===== config.mk =====
export PLATFORM = sky130hd
export DESIGN_NAME = icoc_capture_compare
export DESIGN_NICKNAME = d
export VERILOG_FILES = /design/src/common/icoc_pkg.sv /design/src/rtl/icoc_capture_compare.sv
export SDC_FILE = /design/constraint.sdc
export NUM_CORES = 1
export LEC_CHECK = 0
export BUFFER_PORTS_ARGS = -buffer_cell sky130_fd_sc_hd__buf_2
export CAP_MARGIN = 20
export CELL_PAD_IN_SITES_DETAIL_PLACEMENT = 0
export CELL_PAD_IN_SITES_GLOBAL_PLACEMENT = 1
export CORE_AREA = 2 2 145 147
export CTS_BUF_LIST = sky130_fd_sc_hd__clkbuf_4
export DETAILED_ROUTE_END_ITERATION = 16
export DIE_AREA = 0 0 147 149
export GPL_TIMING_DRIVEN = 0
export HOLD_SLACK_MARGIN = 0.15
export PLACE_DENSITY = 0.82
export SYNTH_ARGS = -nofsm -noshare
export SYNTH_HDL_FRONTEND = slang
export SYNTH_SLANG_ARGS = --single-unit
export TNS_END_PERCENT = 50

===== constraint.sdc =====
create_clock -name mclk -period 3.23 [get_ports mclk]
set_clock_uncertainty 0.15 [all_clocks]
set_input_delay 0.4845 -clock mclk [delete_from_list [all_inputs] [get_ports mclk]]
set_output_delay 0.4845 -clock mclk [all_outputs]
set_load 0.005 [all_outputs]

===== src/common/icoc_pkg.sv =====
// constants shared by the capture/compare block
package icoc_pkg;
  // ----------------------------------------------------------------
  // register map (byte addresses)
  // ----------------------------------------------------------------
  localparam logic [7:0]  OFS_CAP_CTL = 8'h00;
  localparam logic [7:0]  OFS_CAP_BUF = 8'h04;
  localparam logic [7:0]  OFS_CMP_CTL = 8'h08;
  localparam logic [7:0]  OFS_CMP_PRI = 8'h0C;
  localparam logic [7:0]  OFS_CMP_SEC = 8'h10;
  localparam logic [15:0] CTL_RESET   = 16'h0000;
  localparam logic [15:0] VAL_RESET   = 16'h0000;
  // ----------------------------------------------------------------
  // field positions
  // ----------------------------------------------------------------
  localparam int CAP_IDLE_BIT = 13;
  localparam int CAP_TSEL_BIT = 7;
  localparam int CAP_ICI_LSB  = 5;
  localparam int CAP_OV_BIT   = 4;
  localparam int CAP_BNE_BIT  = 3;
  localparam int CMP_IDLE_BIT = 13;
  localparam int CMP_FLT_BIT  = 4;
  localparam int CMP_TSEL_BIT = 3;
  localparam int MODE_LSB     = 0;
  // ----------------------------------------------------------------
  // capture modes
  // ----------------------------------------------------------------
  localparam logic [2:0] CAP_OFF0      = 3'h0;
  localparam logic [2:0] CAP_EVERY     = 3'h1;
  localparam logic [2:0] CAP_FALL      = 3'h2;
  localparam logic [2:0] CAP_RISE      = 3'h3;
  localparam logic [2:0] CAP_RISE4     = 3'h4;
  localparam logic [2:0] CAP_RISE16    = 3'h5;
  localparam logic [2:0] CAP_OFF       = 3'h6;
  localparam logic [2:0] CAP_INT_ONLY  = 3'h7;
  localparam logic [3:0] PRESCALE_4    = 4'h3;
  localparam logic [3:0] PRESCALE_16   = 4'hF;
  // ----------------------------------------------------------------
  // compare modes
  // ----------------------------------------------------------------
  localparam logic [2:0] CMP_OFF       = 3'h0;
  localparam logic [2:0] CMP_FORCE_HI  = 3'h1;
  localparam logic [2:0] CMP_FORCE_LO  = 3'h2;
  localparam logic [2:0] CMP_TOGGLE    = 3'h3;
  localparam logic [2:0] CMP_SINGLE    = 3'h4;
  localparam logic [2:0] CMP_CONT      = 3'h5;
  localparam logic [2:0] CMP_PWM       = 3'h6;
  localparam logic [2:0] CMP_PWM_FLT   = 3'h7;
endpackage


===== src/rtl/icoc_capture_compare.sv =====
// capture channel, compare channel and their apb register file
//
// Local design decisions: the register offsets and the APB slave port.
`timescale 1ns/10ps
// Operation
// - each qualifying capture event latches the full 16-bit selected timer
// - capture source is time base a or b, per the timer select bit
// - mode field picks every/falling/rising/4th/16th rising edge; 110 disables
// - mode 111 makes the pin a rising-edge interrupt and wake source only
// - capture pin events wake the cpu from sleep, or from idle unless idle-stop is set in a storing mode
// - captured values go through a four-word fifo
// - interrupt after every 1, 2, 3 or 4 captures per the field
// - overflow flag is read-only, set and cleared by hardware
// - compare timer select set picks time base b, clear picks a
// - compare timer against one or two values, change output on equality
// - compare mode 000 disables, pin follows general-purpose port logic
// - mode 001 starts low, match drives high, interrupt on that rise
// - mode 010 starts high, match drives low, interrupt on that fall
// - mode 011 keeps level, toggles on match, interrupt on both edges
// - mode 100 starts low, single pulse, interrupt on ending fall
// - mode 101 starts low, repeating pulses, interrupt on each fall
// - mode 110 pwm without fault; starts by primary value zero-ness; no interrupt
// - mode 111 pwm with fault; falling fault input raises interrupt
// - pwm fault flag set on fault in 111, cleared by hardware only
// - compare idle-stop set halts the channel while the cpu idles
module icoc_capture_compare #(
  parameter int DEPTH = 4
) (
  input  wire logic        mclk,
  input  wire logic        rst,
  input  wire logic [7:0]  paddr,
  input  wire logic        psel,
  input  wire logic        penable,
  input  wire logic        pwrite,
  input  wire logic [31:0] pwdata,
  output logic      [31:0] prdata,
  output logic             pready,
  output logic             pslverr,
  input  wire logic [15:0] timeBaseA,
  input  wire logic [15:0] timeBaseB,
  input  wire logic        cpuIdle,
  input  wire logic        cpuSleep,
  input  wire logic        capturePin,
  input  wire logic        faultPinA,
  input  wire logic        gpioPortOut,
  output logic             comparePin,
  output logic             captureIrq,
  output logic             compareIrq,
  output logic             wakeRequest
);
  localparam int AW = $clog2(DEPTH);
  localparam logic [15:0] VAL0 = icoc_pkg::VAL_RESET;
  // ----------------------------------------------------------------
  // parameter check
  // ----------------------------------------------------------------
  generate
    if (DEPTH < 2 || (DEPTH & (DEPTH - 1)) != 0) begin : g_bad_depth
      $error("DEPTH must be a power of two, at least 2");
    end
  endgenerate
  // ----------------------------------------------------------------
  // state
  // ----------------------------------------------------------------
  typedef struct packed {
    logic [DEPTH-1:0][15:0] fifo;
    logic [AW-1:0]          wrPtr;
    logic [AW-1:0]          rdPtr;
    logic [AW:0]            count;
    logic                   capIdle;
    logic                   capTsel;
    logic [1:0]             capIci;
    logic                   capOv;
    logic [2:0]             capMode;
    logic [2:0]             capModePrev;
    logic [1:0]             capIntCnt;
    logic [3:0]             prescale;
    logic                   capSync1;
    logic                   capSync2;
    logic                   capPrev;
    logic                   fltSync1;
    logic                   fltSync2;
    logic                   fltPrev;
    logic                   cmpIdle;
    logic                   cmpTsel;
    logic                   cmpFlt;
    logic [2:0]             cmpMode;
    logic [2:0]             cmpModePrev;
    logic                   cmpOut;
    logic                   cmpDone;
    logic [15:0]            cmpPri;
    logic [15:0]            cmpSec;
    logic                   pin;
    logic                   capIrq;
    logic                   cmpIrq;
    logic                   wake;
    logic [31:0]            prdata;
  } icoc_state_s;
  icoc_state_s st_reg;
  icoc_state_s st_next;
  logic        capEvt;
  logic        capPush;
  logic        capPop;
  logic        capFull;
  logic        mPri;
  logic        mSec;
  logic        cmpHalt;
  function automatic logic addrMapped(input logic [7:0] a);
    addrMapped = (a == icoc_pkg::OFS_CAP_CTL) || (a == icoc_pkg::OFS_CAP_BUF) ||
                 (a == icoc_pkg::OFS_CMP_CTL) || (a == icoc_pkg::OFS_CMP_PRI) ||
                 (a == icoc_pkg::OFS_CMP_SEC);
  endfunction
  // ----------------------------------------------------------------
  // next state
  // ----------------------------------------------------------------
  always_comb begin
    logic        rise;
    logic        fall;
    logic        fFall;
    logic        rawEvt;
    logic        storeMode;
    logic [15:0] capTimer;
    logic [15:0] cmpTimer;
    logic        access;
    logic [15:0] rd16;
    rise      = st_reg.capSync2 & ~st_reg.capPrev;
    fall      = ~st_reg.capSync2 & st_reg.capPrev;
    fFall     = ~st_reg.fltSync2 & st_reg.fltPrev;
    rawEvt    = 1'b0;
    storeMode = (st_reg.capMode != icoc_pkg::CAP_OFF0) && (st_reg.capMode != icoc_pkg::CAP_OFF) &&
                (st_reg.capMode != icoc_pkg::CAP_INT_ONLY);
    capTimer  = st_reg.capTsel ? timeBaseA : timeBaseB;
    cmpTimer  = st_reg.cmpTsel ? timeBaseB : timeBaseA;
    access    = psel & penable;
    rd16      = 16'h0000;
    st_next   = st_reg;
    st_next.capIrq = 1'b0;
    st_next.cmpIrq = 1'b0;
    st_next.wake   = 1'b0;
    // pin synchronisers; first stage feeds only the second
    st_next.capSync1 = capturePin;
    st_next.capSync2 = st_reg.capSync1;
    st_next.capPrev  = st_reg.capSync2;
    st_next.fltSync1 = faultPinA;
    st_next.fltSync2 = st_reg.fltSync1;
    st_next.fltPrev  = st_reg.fltSync2;
    // capture event selection
    st_next.capModePrev = st_reg.capMode;
    unique case (st_reg.capMode)
      icoc_pkg::CAP_EVERY: rawEvt = rise | fall;
      icoc_pkg::CAP_FALL:  rawEvt = fall;
      icoc_pkg::CAP_RISE:  rawEvt = rise;
      icoc_pkg::CAP_RISE4, icoc_pkg::CAP_RISE16: begin
        if (rise) begin
          if (st_reg.prescale == ((st_reg.capMode == icoc_pkg::CAP_RISE4) ?
                                  icoc_pkg::PRESCALE_4 : icoc_pkg::PRESCALE_16)) begin
            rawEvt           = 1'b1;
            st_next.prescale = 4'h0;
          end else begin
            st_next.prescale = st_reg.prescale + 4'h1;
          end
        end
      end
      icoc_pkg::CAP_INT_ONLY: rawEvt = rise;
      icoc_pkg::CAP_OFF0, icoc_pkg::CAP_OFF: rawEvt = 1'b0;
    endcase
    // a mode change restarts the edge prescaler and capture grouping
    if (st_reg.capMode != st_reg.capModePrev) begin
      rawEvt            = 1'b0;
      st_next.prescale  = 4'h0;
      st_next.capIntCnt = 2'h0;
    end
    // idle-stop in a storing mode also blocks the idle wake; mode 111 still wakes
    capEvt  = rawEvt & ~(st_reg.capIdle & cpuIdle & storeMode);
    capFull = (st_reg.count == (AW+1)'(DEPTH));
    capPush = capEvt & storeMode & ~capFull;
    capPop  = access & ~pwrite & (paddr == icoc_pkg::OFS_CAP_BUF) & (st_reg.count != '0);
    if (capEvt & (cpuSleep | cpuIdle)) begin
      st_next.wake = 1'b1;
    end
    if (capPush) begin
      st_next.fifo[st_reg.wrPtr] = capTimer;
      st_next.wrPtr              = st_reg.wrPtr + 1'b1;
    end
    if (capPop) begin
      st_next.rdPtr = st_reg.rdPtr + 1'b1;
    end
    st_next.count = st_reg.count + {{AW{1'b0}}, capPush} - {{AW{1'b0}}, capPop};
    // overflow clears once a word is read or the channel is shut; a new overflow wins
    if (capPop || st_reg.capMode == icoc_pkg::CAP_OFF || st_reg.capMode == icoc_pkg::CAP_OFF0) begin
      st_next.capOv = 1'b0;
    end
    if (capEvt & storeMode & capFull) begin
      st_next.capOv = 1'b1;
    end
    if (capPush) begin
      if (st_reg.capIntCnt == st_reg.capIci) begin
        st_next.capIrq    = 1'b1;
        st_next.capIntCnt = 2'h0;
      end else begin
        st_next.capIntCnt = st_reg.capIntCnt + 2'h1;
      end
    end
    if (capEvt & (st_reg.capMode == icoc_pkg::CAP_INT_ONLY)) begin
      st_next.capIrq = 1'b1;
    end
    // compare channel
    mPri     = (cmpTimer == st_reg.cmpPri);
    mSec     = (cmpTimer == st_reg.cmpSec);
    cmpHalt  = st_reg.cmpIdle & cpuIdle;
    st_next.cmpModePrev = st_reg.cmpMode;
    if (st_reg.cmpMode != st_reg.cmpModePrev) begin
      st_next.cmpDone = 1'b0;
      unique case (st_reg.cmpMode)
        icoc_pkg::CMP_FORCE_LO:               st_next.cmpOut = 1'b1;
        icoc_pkg::CMP_TOGGLE:                 st_next.cmpOut = st_reg.cmpOut;
        icoc_pkg::CMP_PWM, icoc_pkg::CMP_PWM_FLT: st_next.cmpOut = (st_reg.cmpPri != VAL0);
        default:                              st_next.cmpOut = 1'b0;
      endcase
    end else if (!cmpHalt) begin
      unique case (st_reg.cmpMode)
        icoc_pkg::CMP_OFF: st_next.cmpOut = st_reg.cmpOut;
        icoc_pkg::CMP_FORCE_HI: begin
          if (mPri && !st_reg.cmpDone) begin
            st_next.cmpOut  = 1'b1;
            st_next.cmpDone = 1'b1;
            st_next.cmpIrq  = 1'b1;
          end
        end
        icoc_pkg::CMP_FORCE_LO: begin
          if (mPri && !st_reg.cmpDone) begin
            st_next.cmpOut  = 1'b0;
            st_next.cmpDone = 1'b1;
            st_next.cmpIrq  = 1'b1;
          end
        end
        icoc_pkg::CMP_TOGGLE: begin
          if (mPri) begin
            st_next.cmpOut = ~st_reg.cmpOut;
            st_next.cmpIrq = 1'b1;
          end
        end
        icoc_pkg::CMP_SINGLE, icoc_pkg::CMP_CONT: begin
          if (st_reg.cmpOut && mSec) begin
            st_next.cmpOut  = 1'b0;
            st_next.cmpIrq  = 1'b1;
            st_next.cmpDone = (st_reg.cmpMode == icoc_pkg::CMP_SINGLE);
          end else if (!st_reg.cmpOut && mPri && !st_reg.cmpDone) begin
            st_next.cmpOut = 1'b1;
          end
        end
        icoc_pkg::CMP_PWM, icoc_pkg::CMP_PWM_FLT: begin
          // period assumed to restart at timer zero; duty is the primary value
          if (cmpTimer == VAL0) begin
            st_next.cmpOut = (st_reg.cmpPri != VAL0);
          end
          if (mPri) begin
            st_next.cmpOut = 1'b0;
          end
          if (st_reg.cmpMode == icoc_pkg::CMP_PWM_FLT) begin
            if (st_reg.cmpFlt && st_reg.fltSync2 && cmpTimer == VAL0) begin
              st_next.cmpFlt = 1'b0;
            end
            if (fFall) begin
              st_next.cmpFlt = 1'b1;
              st_next.cmpIrq = 1'b1;
            end
            if (st_next.cmpFlt) begin
              st_next.cmpOut = 1'b0;
            end
          end
        end
      endcase
    end
    st_next.pin = (st_reg.cmpMode == icoc_pkg::CMP_OFF) ? gpioPortOut : st_next.cmpOut;
    // apb writes; status bits are not writable
    if (access && pwrite) begin
      unique case (paddr)
        icoc_pkg::OFS_CAP_CTL: begin
          st_next.capIdle = pwdata[icoc_pkg::CAP_IDLE_BIT];
          st_next.capTsel = pwdata[icoc_pkg::CAP_TSEL_BIT];
          st_next.capIci  = pwdata[icoc_pkg::CAP_ICI_LSB +: 2];
          st_next.capMode = pwdata[icoc_pkg::MODE_LSB +: 3];
        end
        icoc_pkg::OFS_CMP_CTL: begin
          // timer should be stopped by software first, or one match may be lost
          st_next.cmpIdle = pwdata[icoc_pkg::CMP_IDLE_BIT];
          st_next.cmpTsel = pwdata[icoc_pkg::CMP_TSEL_BIT];
          st_next.cmpMode = pwdata[icoc_pkg::MODE_LSB +: 3];
        end
        icoc_pkg::OFS_CMP_PRI: st_next.cmpPri = pwdata[15:0];
        icoc_pkg::OFS_CMP_SEC: st_next.cmpSec = pwdata[15:0];
        default: begin
        end
      endcase
    end
    // read data prepared in the setup cycle
    if (psel && !penable) begin
      unique case (paddr)
        icoc_pkg::OFS_CAP_CTL: begin
          rd16[icoc_pkg::CAP_IDLE_BIT]      = st_reg.capIdle;
          rd16[icoc_pkg::CAP_TSEL_BIT]      = st_reg.capTsel;
          rd16[icoc_pkg::CAP_ICI_LSB +: 2]  = st_reg.capIci;
          rd16[icoc_pkg::CAP_OV_BIT]        = st_reg.capOv;
          rd16[icoc_pkg::CAP_BNE_BIT]       = (st_reg.count != '0);
          rd16[icoc_pkg::MODE_LSB +: 3]     = st_reg.capMode;
        end
        icoc_pkg::OFS_CAP_BUF: rd16 = st_reg.fifo[st_reg.rdPtr];
        icoc_pkg::OFS_CMP_CTL: begin
          rd16[icoc_pkg::CMP_IDLE_BIT]  = st_reg.cmpIdle;
          rd16[icoc_pkg::CMP_FLT_BIT]   = st_reg.cmpFlt;
          rd16[icoc_pkg::CMP_TSEL_BIT]  = st_reg.cmpTsel;
          rd16[icoc_pkg::MODE_LSB +: 3] = st_reg.cmpMode;
        end
        icoc_pkg::OFS_CMP_PRI: rd16 = st_reg.cmpPri;
        icoc_pkg::OFS_CMP_SEC: rd16 = st_reg.cmpSec;
        default:               rd16 = 16'h0000;
      endcase
      st_next.prdata = {16'h0000, rd16};
    end
  end

  always_ff @(posedge mclk) begin
    if (rst) begin
      st_reg <= '0;
    end else begin
      st_reg <= st_next;
    end
  end
  // ----------------------------------------------------------------
  // outputs
  // ----------------------------------------------------------------
  assign prdata      = st_reg.prdata;
  assign pready      = 1'b1;
  assign pslverr     = psel & penable & ~addrMapped(paddr);
  assign comparePin  = st_reg.pin;
  assign captureIrq  = st_reg.capIrq;
  assign compareIrq  = st_reg.cmpIrq;
  assign wakeRequest = st_reg.wake;
endmodule


=== Word-level counts from Yosys, hierarchy flattened ===
Index checks and enable logic that the tools add are counted.

* Muxes and demuxes: 57
* $lt $le $gt $ge: 3
* Add/subtract/negate cells: 6
* Shifts and indexed selects: 0
* Equal/unequal tests: 30
* Multipliers: 0
* Div/mod/pow operators: 0
* Reductions and logical operators: 46
* Bitwise gates (word level): 29

{| class="wikitable"
|+ Operators by type and width
! kind !! count
|-
| bitwise mux 64 bit || 1
|-
| 2-to-1 mux 16 bit || 4
|-
| binary-select mux 16 bit (select 2 bit) || 1
|-
| demux 16 bit (select 2 bit) || 1
|-
| == test 16 bit || 2
|-
| 2-to-1 mux 1 bit || 29
|-
| == test 3 bit, second input constant || 9
|-
| one-hot mux 5 bit (5 select lines) || 1
|-
| AND 1 bit || 17
|-
| == test 8 x 4 -> 1 bit, second input constant || 2
|-
| zero test 16 bit || 1
|-
| 2-to-1 mux 4 bit || 4
|-
| nonzero test 16 bit || 1
|-
| OR reduction 2 bit || 8
|-
| one-hot mux 5 bit (3 select lines) || 1
|-
| == test 3 x 2 -> 1 bit, second input constant || 4
|-
| 2-to-1 mux 2 bit || 6
|-
| one-hot mux 3 bit (4 select lines) || 1
|-
| logical AND 1 bit || 11
|-
| NOT 1 bit || 10
|-
| one-hot mux 1 bit (5 select lines) || 2
|-
| AND reduction 2 bit || 5
|-
| nonzero test 3 bit || 3
|-
| == test 8 x 3 -> 1 bit, second input constant || 1
|-
| other kinds (27) || 46
|}

* Word-level logic and storage cells: 206
* Memory bits (writable): 0
* Bits in latches: 0
* Memory bits (read-only): 0
* Register bits after elaboration: 157
* Memories kept: 0
* Output and inout bits: 38

=== Depth between registers and ports, before layout ===
* Word-level depth: 15
* Gate-level depth with buffers: 15
* Gate-level depth less buffers: 13

=== Least setup slack after synthesis ===
Ideal clock, no wire load.

* Path type: register to register
* Start: reg st_reg[77] in the netlist's numbering
* End: reg st_reg, in the netlist comparePin
* Required time: 2.952 ns
* Data arrival time: 2.485 ns
* Setup time: 0.128 ns
* Path slack: 0.467 ns
* Stages on the path, launching flop included: 16
* Cell sequence: dfxtp_1 buf_6 buf_12 mux2i_1 xnor2_1 nor4_1 nand4_1 clkinv_1 ha_1 inv_1 a21boi_0 o21ai_0 a21oi_1 a21oi_2 a2111oi_1 nor2_1

* Longest elaborated chain between the ends: 15

{| class="wikitable"
|+ RTL lines
! element !! RTL line !! source
|-
| start, declared || icoc_capture_compare.sv:98 || <nowiki>icoc_state_s st_reg;</nowiki>
|-
| start signal, assigned || icoc_capture_compare.sv:326 || <nowiki>st_reg <= st_next;</nowiki>
|-
| 2-to-1 mux 16 bit (*) || icoc_capture_compare.sv:132 || <nowiki>cmpTimer = st_reg.cmpTsel ? timeBaseB : timeBaseA;</nowiki>
|-
| zero test 16 bit || icoc_capture_compare.sv:253, icoc_capture_compare.sv:260 ||
|-
| logical AND 1 bit || icoc_capture_compare.sv:260 || <nowiki>if (st_reg.cmpFlt && st_reg.fltSync2 && cmpTimer == VAL0) begin</nowiki>
|-
| 2-to-1 mux 1 bit || icoc_capture_compare.sv:260 ||
|-
| 2-to-1 mux 1 bit || icoc_capture_compare.sv:263 || <nowiki>if (fFall) begin</nowiki>
|-
| 2-to-1 mux 1 bit || icoc_capture_compare.sv:259 || <nowiki>if (st_reg.cmpMode == icoc_pkg::CMP_PWM_FLT) begin</nowiki>
|-
| 2-to-1 mux 1 bit || icoc_capture_compare.sv:220 || <nowiki>unique case (st_reg.cmpMode)</nowiki>
|-
| 2-to-1 mux 1 bit || icoc_capture_compare.sv:219 || <nowiki>end else if (!cmpHalt) begin</nowiki>
|-
| 2-to-1 mux 1 bit || icoc_capture_compare.sv:211 || <nowiki>if (st_reg.cmpMode != st_reg.cmpModePrev) begin</nowiki>
|-
| 2-to-1 mux 1 bit || icoc_capture_compare.sv:267 || <nowiki>if (st_next.cmpFlt) begin</nowiki>
|-
| 2-to-1 mux 1 bit || icoc_capture_compare.sv:259 ||
|-
| one-hot mux 1 bit (6 select lines) (*) || icoc_capture_compare.sv:220 ||
|-
| 2-to-1 mux 2 bit (*) || icoc_capture_compare.sv:219 ||
|-
| 2-to-1 mux 2 bit (*) || icoc_capture_compare.sv:211 ||
|-
| 2-to-1 mux 1 bit (*) || icoc_capture_compare.sv:274 || <nowiki>st_next.pin = (st_reg.cmpMode == icoc_pkg::CMP_OFF) ? gpioPortOut : st_next.cmpOut;</nowiki>
|}

Mark *: on every way between the ends. The rest lies on a longest branch, timed or not. The select of a mux whose other input is x is not followed.
A chain may end at the register's enable or synchronous reset.

=== Worst setup path in the final report ===
* Start: reg st_reg[77] in the netlist's numbering
* End: reg st_reg[69] in the netlist's numbering

* Longest elaborated chain between the ends: 14

{| class="wikitable"
|+ RTL lines
! element !! RTL line
|-
| 2-to-1 mux 16 bit (*) || icoc_capture_compare.sv:132
|-
| zero test 16 bit || icoc_capture_compare.sv:253, icoc_capture_compare.sv:260
|-
| logical AND 1 bit || icoc_capture_compare.sv:260
|-
| 2-to-1 mux 1 bit || icoc_capture_compare.sv:260
|-
| 2-to-1 mux 1 bit || icoc_capture_compare.sv:263
|-
| 2-to-1 mux 1 bit || icoc_capture_compare.sv:259
|-
| 2-to-1 mux 1 bit || icoc_capture_compare.sv:220
|-
| 2-to-1 mux 1 bit || icoc_capture_compare.sv:219
|-
| 2-to-1 mux 1 bit || icoc_capture_compare.sv:211
|-
| 2-to-1 mux 1 bit || icoc_capture_compare.sv:267
|-
| 2-to-1 mux 1 bit || icoc_capture_compare.sv:259
|-
| one-hot mux 1 bit (6 select lines) (*) || icoc_capture_compare.sv:220
|-
| 2-to-1 mux 2 bit (*) || icoc_capture_compare.sv:219
|-
| 2-to-1 mux 2 bit (*) || icoc_capture_compare.sv:211
|}

Marks and branches as above.

==> results.py <==
metrics = {
    "power": {
        "power.switching_fraction_pct": 27.3,
        "pwr-share-clk_pct": 37.4,
        "max-vdd-ir-drop_uv": 174,
        "power_switching_uw": 1000,
        "p_int_mw": 2.66,
        "power_density_nw_per_um2": 377,
        "cellLeakagePower_nw": 3.54,
        "power.share.sequential_pct": 53.5,
        "power_frac_comb_pct": 9.1,
        "power.total_mw": 3.66,
    },
    "drt": {
        "vias": 7027,
        "drt-pass1-iter-count": 5,
        "routed_wl_um": 24800,
        "ant_nets": 0,
        "routed_via_density": 5.35,
        "post-route-drc-count": 0,
        "route.detailed.wl_per_inst_um": 18.9,
        "detail_route.iter0.violations": 728,
    },
    "hold_path": {
        "worst_hold_path_type": "in2reg",
        "hold_path_depth": 5,
        "worstHoldStart": "penable",
        "worst_hold_path.endpoint": "prdata[0]",
    },
    "critical_path": {
        "crit_fanout": 10,
        "timing.reg2reg.worst_path_depth": 9,
        "r2r_path_end": "st_reg[69]",
        "worst-setup-path-type": "reg2reg",
        "reg2reg_setup_slack_ns": 0.004,
        "worst_ep_arrival_time_ns": 3.60,
        "rr_startpoint": "st_reg[77]",
        "timing.critical_path.required_ns": 3.60,
        "start_kind": "flip-flop",
        "cp_endpoint_kind": "flip-flop",
    },
    "run": {
        "maxCapViolCount": 0,
    },
    "floorplanning": {
        "placeableCoreArea_sq_um": 20600,
        "dieHeight_um": 149,
        "die-width_um": 147,
        "design.portCount": 120,
        "floorplan.rows": 53,
        "die_area_sq_um": 21900,
        "initial_core_util_pct": 39.0,
    },
    "final_layout": {
        "layout.cells.most_common": "dfxtp_1",
        "seqCellArea_sq_um": 3140,
        "post_route_cells_drive_above_1_share_pct": 24.0,
        "syn2layout_area_growth_pct": 21.1,
        "multiInputGateArea_sq_um": 4510,
        "largest_register_ffs": 127,
        "final_net_count": 1116,
        "post-route-cell-area_sq_um": 9700,
        "filler_cell_count": 2038,
        "most_used_cells_in_the_layout_excluding_fill_and_tap_cells": "dfxtp_1, nor2_1, buf_2",
    },
    "placement": {
        "place_area_sq_um": 8840,
        "dpl.hpwl_um": 18200,
        "port_buffers": 86,
        "gpl.final_weighted_congestion": 0.905,
    },
    "cts": {
        "clock_sinks": 157,
        "tritoncts.num_buffers": 17,
        "clockRootBuffer": "clkbuf_4",
        "tritoncts_clock_tree": "done",
        "clk_pin_slew_ns": 0.15,
        "clock_tree.buffer_depth": 2,
        "worstSkewPairLatency_ns": 0.59,
        "clock_tree.htree_level_count": 4,
    },
    "synth": {
        "synth_top_family_by_area": "simple AND/OR/NAND/NOR gates",
        "proportion_of_synthesized_chip_area_in_sequential_cells_pct": 39.2,
        "number_of_distinct_library_cells_after_synthesis": 65,
        "synth.ff_latch_count": 157,
        "synthCells": 874,
        "synth_simple_gate_area_share_pct": 16.7,
        "synth_adder_area_share_pct": 1.65,
        "yosys_most_used_dff": "dfxtp_1",
        "ys.warnings.count": 0,
        "synth_edf_count": 0,
        "async_flop_share_pct": 0,
        "synth_xor_area_share_pct": 5.36,
        "synth_mux_area_share_pct": 15.1,
        "syn_area_sq_um": 8010,
        "synth_area_per_cell_sq_um": 9.17,
        "synth-compound-area-share_pct": 13.9,
    },
    "global_routing": {
        "grt_max_degree": 17,
        "gr-total-overflow": 0,
        "grt_first_pass_wirelength_um": 37300,
        "number_of_global_route_vias_before_repair": 6563,
        "grt.total_usage_pct": 22.2,
        "grt_antenna_before_repair": 1,
    },
    "timing": {
        "maxSlewHeadroom_pct": 44.0,
        "number_of_hold_violations_in_the_final_report": 0,
        "fmaxAchievable_mhz": 310,
        "final-setup-viol-count": 0,
        "worstMarginPinSlew_ns": 0.839,
        "timing_max_transition_violations_final": 0,
        "fin_crit_ns": 3.23,
        "grt_setup_unrepaired": "yes",
        "post-route-period-util_pct": 99.9,
        "fin_hold_ws_ns": 0.226,
    },
    "outcome": {
        "run_status": "complete, no violations",
    },
}
## cells by family after synthesis
group / Yosys count
buf+inv: 115
mux: 97
other cells: 2
xor+xnor: 49
flops: 157
simple gates: 285
fa+ha+maj: 10
compound gates: 159
## cells in the mapped netlist (6+ instances only)
cell / count / area share, %
a211oi_1: 81 / 7.6
a21oi_1: 29 / 1.8
a22oi_1: 8 / 0.75
buf_2: 14 / 0.87
buf_4: 41 / 3.8
clkbuf_1: 36 / 1.7
dfxtp_1: 157 / 39
ha_1: 9 / 1.4
inv_1: 15 / 0.70
mux2_2: 9 / 1.3
mux2i_1: 65 / 8.1
mux2i_2: 7 / 1.2
mux4_2: 16 / 4.5
nand2_1: 49 / 2.3
nand2b_1: 7 / 0.55
nor2_1: 144 / 6.7
nor2b_1: 18 / 1.4
nor3_1: 10 / 0.62
nor4_1: 16 / 1.2
o21ai_0: 10 / 0.62
o22ai_1: 6 / 0.47
xnor2_1: 41 / 4.5
xor2_1: 8 / 0.87
## critical path, cell delays in order, from the launching register on
cell	delay (ns)
dfxtp_2	0.35
buf_6	0.13
buf_8	0.16
nor4_1	0.27
nand4_1	0.13
a21oi_1	0.43
mux2_2	0.39
a2111oi_1	0.75
a211oi_2	0.12
o32ai_2	0.27
## worst max-delay path by stage
stage	start	to	slack [ns]
2_1_floorplan	st_reg[77]	comparePin	0.47
3_3_place_gp	timeBaseB[14]	comparePin	-0.15
3_5_place_dp	st_reg[77]	comparePin	-0.13
4_1_cts	st_reg[77]	comparePin	0.02
5_1_grt	st_reg[77]	st_reg[69]	-0.11
6_report	st_reg[77]	st_reg[69]	0.004
## through the flow
| stage | setup TNS, ns | util [%] | std cells | setup WS [ns] |
|---|---|---|---|---|
| floorplan | 0 | - | 889 | 0.467 |
| global placement | -0.243 | 43.0 | 1250 | -0.149 |
| detailed placement | -0.258 | 43.0 | 1250 | -0.132 |
| CTS | 0 | 45.8 | 1306 | 0.0175 |
| global route | -0.203 | 47.2 | 1313 | -0.106 |
| finish | 0 | 47.2 | 1313 | 0.00366 |
## final cells by class
class                           instances  area share [%]
Timing Repair Buffer                  116            7.54
Clock inverter                         15            2.04
Inverter                               16           0.658
Clock buffer                           17            1.32
Antenna cell                            1          0.0258
Buffer                                 99            5.98
Sequential cell                       157            32.4
Tap cell                              275            3.55
Multi-Input combinational cell        617            46.5
## routing by layer
| layer | vias up | routed length [um] | global-route usage (%) |
|---|---|---|---|
| li1 | 3353 | - | - |
| met1 | 3353 | 10700 | 29.4 |
| met2 | 279 | 11700 | 35.7 |
| met3 | 42 | 1830 | 5.02 |
| met4 | 0 | 605 | 8.51 |
| met5 | - | 0 | 0 |
## power groups by stage
stage | logic (mW) | registers, mW | clock network, mW
after detailed placement | 0.288 | 2.00 | 0
after global routing | 0.357 | 1.96 | 1.47
after global placement | 0.288 | 2.00 | 0
after floorplan | 0.155 | 2.00 | 0
after CTS | 0.310 | 1.96 | 1.38
final | 0.333 | 1.96 | 1.37
## repair_timing
action | 4_1_cts | 5_1_grt
gates resized for setup | 1 | 40
hold buffers | 22 | 0
setup endpoints to repair | 2 | 2
buffers inserted | 2 | 5
endpoints found under the hold margin | 51 | 0
cloned | 0 | 1
pin swaps | 1 | 13
Note: power is estimated with default switching activity, not from simulation.
